$ cat src/rtl/oltg_pkg.sv
// shared constants and types for the overtravel limit guard
package oltg_pkg;
    // register byte offsets
    localparam logic [7:0] A_CTRL = 8'h00;
    localparam logic [7:0] A_STOP_TQ = 8'h04;
    localparam logic [7:0] A_FWD_PUL = 8'h08;
    localparam logic [7:0] A_FWD_TRN = 8'h0C;
    localparam logic [7:0] A_REV_PUL = 8'h10;
    localparam logic [7:0] A_REV_TRN = 8'h14;
    localparam logic [7:0] A_RES = 8'h18;
    localparam logic [7:0] A_HOME = 8'h1C;
    localparam logic [7:0] A_STAT = 8'h20;

    // software overtravel modes
    typedef enum logic [1:0] {
        OLTG_SOFT_OFF = 2'h0,
        OLTG_SOFT_ALARM = 2'h1,
        OLTG_SOFT_STOP = 2'h2
    } oltg_soft_t;

    // control register layout, top field first; fwd_en is bit 0 at the bottom
    typedef struct packed {
        oltg_soft_t soft_mode;
        logic tq_sel;
        logic rev_nc;
        logic fwd_nc;
        logic rev_asg;
        logic fwd_asg;
        logic rev_en;
        logic fwd_en;
    } oltg_cfg_t;

    // status register layout
    typedef struct packed {
        logic over_rev;
        logic over_fwd;
        logic soft_stop;
        logic alarm;
        logic rev_hw;
        logic fwd_hw;
    } oltg_stat_t;

    localparam int unsigned CFG_W = 9;
    localparam int unsigned STAT_W = 6;
    localparam int unsigned ST_ALARM = 2;
    localparam logic [CFG_W-1:0] CFG_RST = 9'h0FF;
    localparam logic [8:0] STOP_TQ_MIN = 9'h001;
    localparam logic [8:0] STOP_TQ_MAX = 9'h12C;
    localparam logic [8:0] STOP_TQ_RST = 9'h064;
    localparam logic [8:0] TQ_FULL = 9'h12C;
    localparam logic [15:0] TURNS_MAX = 16'h7D00;
    localparam logic [15:0] TURNS_RST = 16'h03E8;
    localparam logic [30:0] PULSES_RST = 31'h0000_0000;
    localparam logic [31:0] RES_RST = 32'h0001_0000;
endpackage : oltg_pkg

$ cat src/rtl/oltg_sync.sv
// two-flop synchroniser bank for asynchronous pins
`timescale 1ns/1ns
module oltg_sync #(
    parameter int unsigned W = 3
) (
    input wire logic hclk,
    input wire logic hresetn,
    input wire logic [W-1:0] d,
    output logic [W-1:0] q
);
    logic [W-1:0] meta_q;

    if (W < 1)
    begin : g_bad_w
        $error("oltg_sync: W must be at least 1");
    end

    // one generate lane per pin; first stage feeds only the second
    for (genvar i = 0; i < W; i++)
    begin : g_lane
        always_ff @(posedge hclk or negedge hresetn)
        begin
            if (!hresetn)
            begin
                meta_q[i] <= 1'b0;
                q[i] <= 1'b0;
            end
            else
            begin
                meta_q[i] <= d[i];
                q[i] <= meta_q[i];
            end
        end
    end
endmodule : oltg_sync

$ cat src/rtl/oltg_guard.sv
// overtravel limit guard: hardware inhibits, soft range check, ahb regs
//
// Behaviour
// - tripped limit in present direction forces that direction's speed to zero
// - speed away from a tripped limit passes unchanged
// - forward inhibit input forbids forward motion
// - reverse inhibit input forbids reverse motion
// - inhibit enables: 0 ignore, 1 honour, both reset to 1
// - hardware protection needs enable set and terminal assigned
// - inhibit inputs default normally closed, open wire means limit
// - both enables 0 turns hardware protection off
// - unassigned inhibit terminal means hardware protection off
// - inhibit or emergency stop clamps stop torque to 1..300 percent, default 100
// - stop torque clamp is a magnitude, same both directions
// - torque select 0 uses configured stop torque as limit
// - torque select 1, default, makes torque limit zero
// - soft overtravel enabled and position out of window raises alarm
// - travel window measured from home, forward and reverse ranges
// - forward range is pulses plus turns, defaults 0 and 1000
// - reverse range is pulses plus turns, defaults 0 and 1000
// - soft mode: 0 off, 1 alarm, 2 stop no alarm, default 1
//
// Our own choices: the register offsets and the AHB-Lite slave port.
`timescale 1ns/1ns
module oltg_guard
    import oltg_pkg::*;
#(
    parameter int unsigned TURN_W = 16
) (
    input wire logic hclk,
    input wire logic hresetn,
    input wire logic hsel,
    input wire logic [31:0] haddr,
    input wire logic [1:0] htrans,
    input wire logic hwrite,
    input wire logic [2:0] hsize,
    input wire logic hready,
    input wire logic [31:0] hwdata,
    output logic [31:0] hrdata,
    output logic hreadyout,
    output logic hresp,
    input wire logic forward_inhibit_in,
    input wire logic reverse_inhibit_in,
    input wire logic estop_in,
    input wire logic signed [31:0] speed_cmd_in,
    input wire logic signed [15:0] torque_cmd_in,
    input wire logic signed [TURN_W-1:0] enc_turns_in,
    input wire logic [31:0] enc_pulses_in,
    output logic signed [31:0] speed_cmd_out,
    output logic signed [15:0] torque_cmd_out,
    output logic [8:0] torque_limit_out,
    output logic torque_clamp_active,
    output logic soft_overtravel_alarm,
    output logic soft_stop_active
);
    if (TURN_W < 2 || TURN_W > 31)
    begin : g_bad_turn_w
        $error("oltg_guard: TURN_W out of 2..31");
    end

    oltg_cfg_t cfg_q;
    logic [8:0] stop_tq_q;
    logic [30:0] fwd_pul_q, rev_pul_q;
    logic [15:0] fwd_trn_q, rev_trn_q;
    logic [31:0] res_q;
    logic signed [63:0] home_q, pos_q, fwd_lim_q, rev_lim_q;
    logic hw_fwd_q, hw_rev_q, over_fwd_q, over_rev_q, alarm_q;
    logic wr_pend_q;
    logic [7:0] wr_addr_q;
    logic [2:0] pin_s;
    logic fwd_act, rev_act, estop_s, stop_act, fwd_blk, rev_blk;
    logic addr_take, wr_now, alarm_clr, soft_stop_d;
    logic [8:0] stop_lim;
    logic [31:0] rd_mux;
    logic [8:0] wr_tq;
    logic [15:0] wr_trn;
    logic signed [63:0] res_x, pos_d, fwd_span, rev_span;
    oltg_stat_t stat;

    // pins come from switches: two flops before anything looks at them
    oltg_sync #(
        .W(3)
    ) u_sync (
        .hclk(hclk),
        .hresetn(hresetn),
        .d({estop_in, reverse_inhibit_in, forward_inhibit_in}),
        .q(pin_s)
    );

    // contact polarity: normally closed reads low as tripped
    assign fwd_act = cfg_q.fwd_nc ? ~pin_s[0] : pin_s[0];
    assign rev_act = cfg_q.rev_nc ? ~pin_s[1] : pin_s[1];
    assign estop_s = pin_s[2];

    // ahb address phase, zero wait states
    assign addr_take = hsel & hready & htrans[1];
    assign wr_now = wr_pend_q;
    assign alarm_clr = wr_now && wr_addr_q == A_STAT && hwdata[ST_ALARM];

    // clamp written values into their legal ranges
    assign wr_tq = (hwdata[31:9] != 23'h0 || hwdata[8:0] > STOP_TQ_MAX) ? STOP_TQ_MAX :
                   (hwdata[8:0] < STOP_TQ_MIN) ? STOP_TQ_MIN : hwdata[8:0];
    assign wr_trn = (hwdata[31:16] != 16'h0 || hwdata[15:0] > TURNS_MAX) ? TURNS_MAX
                    : hwdata[15:0];

    always_ff @(posedge hclk or negedge hresetn)
    begin
        if (!hresetn)
        begin
            wr_pend_q <= 1'b0;
            wr_addr_q <= 8'h00;
        end
        else
        begin
            wr_pend_q <= addr_take & hwrite;
            wr_addr_q <= haddr[7:0];
        end
    end

    // settings written in the data phase, used next cycle without restart
    always_ff @(posedge hclk or negedge hresetn)
    begin
        if (!hresetn)
        begin
            cfg_q <= oltg_cfg_t'(CFG_RST);
            stop_tq_q <= STOP_TQ_RST;
            fwd_pul_q <= PULSES_RST;
            fwd_trn_q <= TURNS_RST;
            rev_pul_q <= PULSES_RST;
            rev_trn_q <= TURNS_RST;
            res_q <= RES_RST;
        end
        else if (wr_now)
        begin
            unique case (wr_addr_q)
                A_CTRL: cfg_q <= oltg_cfg_t'(hwdata[CFG_W-1:0]);
                A_STOP_TQ: stop_tq_q <= wr_tq;
                A_FWD_PUL: fwd_pul_q <= hwdata[30:0];
                A_FWD_TRN: fwd_trn_q <= wr_trn;
                A_REV_PUL: rev_pul_q <= hwdata[30:0];
                A_REV_TRN: rev_trn_q <= wr_trn;
                A_RES: res_q <= hwdata;
                default: ;
            endcase
        end
    end

    // writing the home register captures the present position as origin
    always_ff @(posedge hclk or negedge hresetn)
    begin
        if (!hresetn)
            home_q <= 64'sh0;
        else if (wr_now && wr_addr_q == A_HOME)
            home_q <= pos_q;
    end

    // hardware inhibit: needs enable and assigned terminal
    always_ff @(posedge hclk or negedge hresetn)
    begin
        if (!hresetn)
        begin
            hw_fwd_q <= 1'b0;
            hw_rev_q <= 1'b0;
        end
        else
        begin
            hw_fwd_q <= cfg_q.fwd_en & cfg_q.fwd_asg & fwd_act;
            hw_rev_q <= cfg_q.rev_en & cfg_q.rev_asg & rev_act;
        end
    end

    // one signed position: turns times resolution plus pulses in turn
    assign res_x = 64'($signed({1'b0, res_q}));
    assign pos_d = 64'(enc_turns_in) * res_x + 64'($signed({1'b0, enc_pulses_in}));
    assign fwd_span = 64'($signed({1'b0, fwd_trn_q})) * res_x
                      + 64'($signed({1'b0, fwd_pul_q}));
    assign rev_span = 64'($signed({1'b0, rev_trn_q})) * res_x
                      + 64'($signed({1'b0, rev_pul_q}));

    // position and window are registered to keep the multipliers off the compare
    always_ff @(posedge hclk or negedge hresetn)
    begin
        if (!hresetn)
        begin
            pos_q <= 64'sh0;
            fwd_lim_q <= 64'sh0;
            rev_lim_q <= 64'sh0;
        end
        else
        begin
            pos_q <= pos_d;
            fwd_lim_q <= home_q + fwd_span;
            rev_lim_q <= home_q - rev_span;
        end
    end

    // out-of-window flags, quiet while the soft check is off
    always_ff @(posedge hclk or negedge hresetn)
    begin
        if (!hresetn)
        begin
            over_fwd_q <= 1'b0;
            over_rev_q <= 1'b0;
        end
        else
        begin
            over_fwd_q <= cfg_q.soft_mode != OLTG_SOFT_OFF && pos_q > fwd_lim_q;
            over_rev_q <= cfg_q.soft_mode != OLTG_SOFT_OFF && pos_q < rev_lim_q;
        end
    end

    // sticky alarm; a new exceed in the clear cycle wins over the clear
    always_ff @(posedge hclk or negedge hresetn)
    begin
        if (!hresetn)
            alarm_q <= 1'b0;
        else if (cfg_q.soft_mode == OLTG_SOFT_ALARM && (over_fwd_q | over_rev_q))
            alarm_q <= 1'b1;
        else if (alarm_clr)
            alarm_q <= 1'b0;
    end

    // alarm stops both directions; stop mode blocks only the exceeded side
    assign soft_stop_d = cfg_q.soft_mode == OLTG_SOFT_STOP && (over_fwd_q | over_rev_q);
    assign fwd_blk = hw_fwd_q | alarm_q | (cfg_q.soft_mode == OLTG_SOFT_STOP & over_fwd_q);
    assign rev_blk = hw_rev_q | alarm_q | (cfg_q.soft_mode == OLTG_SOFT_STOP & over_rev_q);

    // speed gate: zero toward the limit, pass when backing away
    always_ff @(posedge hclk or negedge hresetn)
    begin
        if (!hresetn)
            speed_cmd_out <= 32'sh0;
        else if ((fwd_blk && speed_cmd_in > 0) || (rev_blk && speed_cmd_in < 0))
            speed_cmd_out <= 32'sh0;
        else
            speed_cmd_out <= speed_cmd_in;
    end

    // stop torque: inhibit or estop engages the clamp
    assign stop_act = hw_fwd_q | hw_rev_q | estop_s;
    assign stop_lim = cfg_q.tq_sel ? 9'h000 : stop_tq_q;

    always_ff @(posedge hclk or negedge hresetn)
    begin
        if (!hresetn)
        begin
            torque_limit_out <= TQ_FULL;
            torque_clamp_active <= 1'b0;
            torque_cmd_out <= 16'sh0;
        end
        else
        begin
            torque_limit_out <= stop_act ? stop_lim : TQ_FULL;
            torque_clamp_active <= stop_act;
            // magnitude clamp, symmetric in both rotations
            if (stop_act && torque_cmd_in > $signed({7'h00, stop_lim}))
                torque_cmd_out <= $signed({7'h00, stop_lim});
            else if (stop_act && torque_cmd_in < -$signed({7'h00, stop_lim}))
                torque_cmd_out <= -$signed({7'h00, stop_lim});
            else
                torque_cmd_out <= torque_cmd_in;
        end
    end

    always_ff @(posedge hclk or negedge hresetn)
    begin
        if (!hresetn)
        begin
            soft_overtravel_alarm <= 1'b0;
            soft_stop_active <= 1'b0;
        end
        else
        begin
            soft_overtravel_alarm <= alarm_q;
            soft_stop_active <= soft_stop_d;
        end
    end

    // read mux; read data is latched in the address phase
    assign stat = '{over_rev: over_rev_q, over_fwd: over_fwd_q, soft_stop: soft_stop_d,
                    alarm: alarm_q, rev_hw: hw_rev_q, fwd_hw: hw_fwd_q};

    always_comb
    begin
        rd_mux = 32'h0000_0000;
        unique case (haddr[7:0])
            A_CTRL: rd_mux = {23'h0, cfg_q};
            A_STOP_TQ: rd_mux = {23'h0, stop_tq_q};
            A_FWD_PUL: rd_mux = {1'b0, fwd_pul_q};
            A_FWD_TRN: rd_mux = {16'h0, fwd_trn_q};
            A_REV_PUL: rd_mux = {1'b0, rev_pul_q};
            A_REV_TRN: rd_mux = {16'h0, rev_trn_q};
            A_RES: rd_mux = res_q;
            A_HOME: rd_mux = home_q[31:0];
            A_STAT: rd_mux = {26'h0, stat};
            default: rd_mux = 32'h0000_0000;
        endcase
    end

    // slave never stalls and always answers okay
    always_ff @(posedge hclk or negedge hresetn)
    begin
        if (!hresetn)
        begin
            hrdata <= 32'h0000_0000;
            hreadyout <= 1'b1;
            hresp <= 1'b0;
        end
        else
        begin
            if (addr_take && !hwrite)
                hrdata <= rd_mux;
            hreadyout <= 1'b1;
            hresp <= 1'b0;
        end
    end
endmodule : oltg_guard

$ cat config.mk
export PLATFORM = sky130hd
export DESIGN_NAME = oltg_guard
export DESIGN_NICKNAME = d
export VERILOG_FILES = /design/src/rtl/oltg_pkg.sv /design/src/rtl/oltg_sync.sv /design/src/rtl/oltg_guard.sv
export SDC_FILE = /design/constraint.sdc
export NUM_CORES = 2
export LEC_CHECK = 0
export ABC_AREA = 1
export BUFFER_PORTS_ARGS = -buffer_cell sky130_fd_sc_hd__buf_2
export CAP_MARGIN = 20
export CORE_UTILIZATION = 34
export DETAILED_ROUTE_END_ITERATION = 7
export PLACE_DENSITY_LB_ADDON = 0.3
export SLEW_MARGIN = 20
export SYNTH_ARGS = -nofsm -noshare
export SYNTH_HDL_FRONTEND = slang
export SYNTH_SLANG_ARGS = --single-unit
$ cat constraint.sdc
create_clock -name hclk -period 11.3 [get_ports hclk]
set_input_delay 0.565 -clock hclk [delete_from_list [all_inputs] [get_ports hclk]]
set_output_delay 0.565 -clock hclk [all_outputs]
set_load 0.05 [all_outputs]
==> run_results.csv <==
group,metric,value,unit
run_status,status,"finished with violations",
run_status,violations,"design-rule violations",
yosys,synthesis.area,81440,sq um
worst_setup_path,r2r-end,"rev_lim_q[44]",
yosys,yosysTopAreaCellShare,33.24,%
routing,dr_total_vias,68560,
worst_setup_path,worstPathRequired,11800,ps
flow_run,max_cap_violations,0,
routing,wl,290700,um
worst_setup_path,path_max_fanout,30,
worst_setup_path,reg2reg_depth,29,
final_layout,final_core_util,36.87,%
routing,drc,147,
final_layout,synthToLayoutAreaGrowth,7.782,%
worst_setup_path,slowest_delay,990,ps
sta,max_slew_margin,11.94,%
die,rows,179,
sta,fmax,109.1,MHz
cts,cts.sinks,458,
sta,fin_crit_sh,81.14,%
yosys,yosys.area_share.simple,18.21,%
yosys,ys_seq_area_share,14.12,%
worst_hold_path,worstHoldPathType,"input port to flop",
yosys,synth_adder_area_share,43.13,%
sta,setup_viol_count_final,0,
global_route,grt_pass1_vias,69440,
worst_setup_path,arrival,9670,ps
die,coreArea,238100,sq um
cts,h-tree-depth,2,
final_layout,drive_above_1_share,5.359,%
routing,drt_iter0_drc,6238,
die,ioPinCount,267,
yosys,synthArstFlopShare,100.0,%
final_layout,nets,12800,
placed_design,gp_congestion,1.012,
worst_hold_path,min_path_cells,1,
routing,routed_via_density,4.952,
yosys,synth.most_common_cell,"inv_1",
sta,period_minus_slack,9169,ps
die,fp.dieW,491.4,um
die,die_area,241500,sq um
yosys,synth_common_cells,"inv_1, nand2_1, fa_1, ha_1, nor2_1",
global_route,antenna_found_initial,15,
sta,finalHoldViolCount,0,
routing,wl_per_cell,21.00,um
yosys,synth_top_family_by_area,"adder cells",
worst_hold_path,hp-start,"haddr[3]",
yosys,ys_types,56,
worst_setup_path,slowest_stage,"dfstp_2",
yosys,synth_area_leaders,"fa_1, dfrtp_1, inv_1, nand2_1, ha_1",
routing,firstDrtPassIters,8,
yosys,synth_compound_area_share,7.088,%
worst_setup_path,worstSetupStartpointType,"flop",
yosys,synth_mux_area_share,0.5393,%
worst_setup_path,r2r-start,"res_q[16]",
global_route,track_usage,24.35,%
global_route,grt_pass1_wl,442200,um
yosys,synth-seq-cells,458,
cts,cts_inserted_buffers,55,
yosys,syn_nets,12830,
die,initial_core_util,34.21,%
yosys,synth_edf_count,0,
sta,maxSlewViolCount,0,
worst_hold_path,min_to,"wr_addr_q[3]",
routing,ant_nets,0,
sta,grt_setup_unrepaired,"false",
sta,clock_skew,69.62,ps
yosys,netlist_instances,10660,
worst_setup_path,cp.buffers_inverters,6,
worst_setup_path,crit_family,"adder cells",
worst_setup_path,endpoint_kind,"flop",
cts,clock_latency,690,ps
global_route,grt_start_max_net_pins,105,
yosys,yosysTopAreaCell,"fa_1",
sta,worstMarginPinSlew,1321,ps
global_route,grt_overflow_total,0,
worst_setup_path,r2r_setup_slack,2130,ps
cts,clock_path_buffers,3,
cts,root_buffer,"clkbuf_16",
yosys,syn_area_per_cell,7.639,sq um
cts,cts_tree,"yes",
die,die_h,491.4,um
yosys,synth_ff_type,"dfrtp_1",
placed_design,io_buffer_count,236,
sta,finalSetupTns,0,ps
cts,cts_resized,0,
final_layout,fillers,25190,
placed_design,dpl.hpwl,236400,um
cts,post_cts_buffers,0,
yosys,synth-xor-area-share,2.129,%
worst_setup_path,crit_type,"flop to flop",
cts,cts.reportedPaths.clkPinSlew,70,ps
yosys,ys_warn_count,0,
-- routing by layer --
metal  wire, um  share of wire [%]  global-route usage [%]
met5         23             0.0079                       0
met4      14580                5.0                   10.43
met3      26410                9.1                   4.223
met2     124300                 43                   37.36
met1     125300                 43                   33.65
-- kinds of logic after synthesis --
| family | Yosys count |
|---|---|
| buffers and inverters | 3199 |
| muxes | 39 |
| and+or+nand+nor | 3732 |
| other | 2 |
| adders and majority gates | 1996 |
| AOI/OAI and AO/OA | 1037 |
| DFF | 458 |
| xor gates and xnor gates | 198 |
-- layout make-up --
type / instances / area [sq um] / share of cell area, %
antenna: 4 / 10.01 / 0.01140
clock buffer: 75 / 1573 / 1.792
clock inverter: 27 / 409.1 / 0.4661
inverter: 2782 / 10440 / 11.90
multi-input combinational: 7004 / 57920 / 65.98
sequential: 458 / 11540 / 13.15
tap: 3167 / 3963 / 4.515
timing repair buffer: 328 / 1916 / 2.182
-- flip-flops by register name, indices dropped and copies added, names as in the netlist, 31 cells and up --
| signal | cells |
|---|---|
| home_q | 50 |
| fwd_lim_q | 51 |
| rev_lim_q | 51 |
| speed_cmd_out | 32 |
| res_q | 32 |
| hrdata | 32 |
| pos_q | 50 |
| rev_pul_q | 31 |
| fwd_pul_q | 31 |
-- through the flow --
stage	setup slack (ps)	hold WS (ps)	std cells	area, sq um
finish	2131	43.31	13850	87770
global route	1817	33.03	13840	87760
CTS	2422	20.67	13840	87720
detailed placement	2514	341.8	13730	85650
global placement	2536	331.6	13730	85650
floorplan	4383	269.4	10660	81440
-- worst max-delay path by stage --
stage,to,cells after the start,start
global route,rev_lim_q[44],32,rev_trn_q[1]
finish,rev_lim_q[44],29,res_q[16]
detailed placement,rev_lim_q[44],29,res_q[16]
CTS,rev_lim_q[36],26,res_q[16]
floorplan,rev_lim_q[48],35,res_q[25]
global placement,fwd_lim_q[33],29,res_q[8]
-- timing repair --
| item | 4_1_cts | 5_1_grt |
|---|---|---|
| endpoints found under the hold margin | 43 | 0 |
| setup endpoints to repair | 0 | 0 |
| hold buffers | 8 | 0 |
-- placed cells by master, fill, tap and decap left out, types with 83 or more instances in the layout --
cell / netlist / final
o21ai_0: 365 / 365
inv_1: 2777 / 2777
buf_2: 9 / 236
a21oi_1: 426 / 425
fa_1: 1352 / 1352
nor3_1: 83 / 83
ha_1: 644 / 644
nand3_1: 230 / 230
nor2_1: 612 / 612
dfrtp_1: 430 / 391
xor2_1: 127 / 127
nand2_1: 2658 / 2654
Power is not shown: default switching activity piles up to over one toggle a cycle in this logic, so the estimate is an artifact.
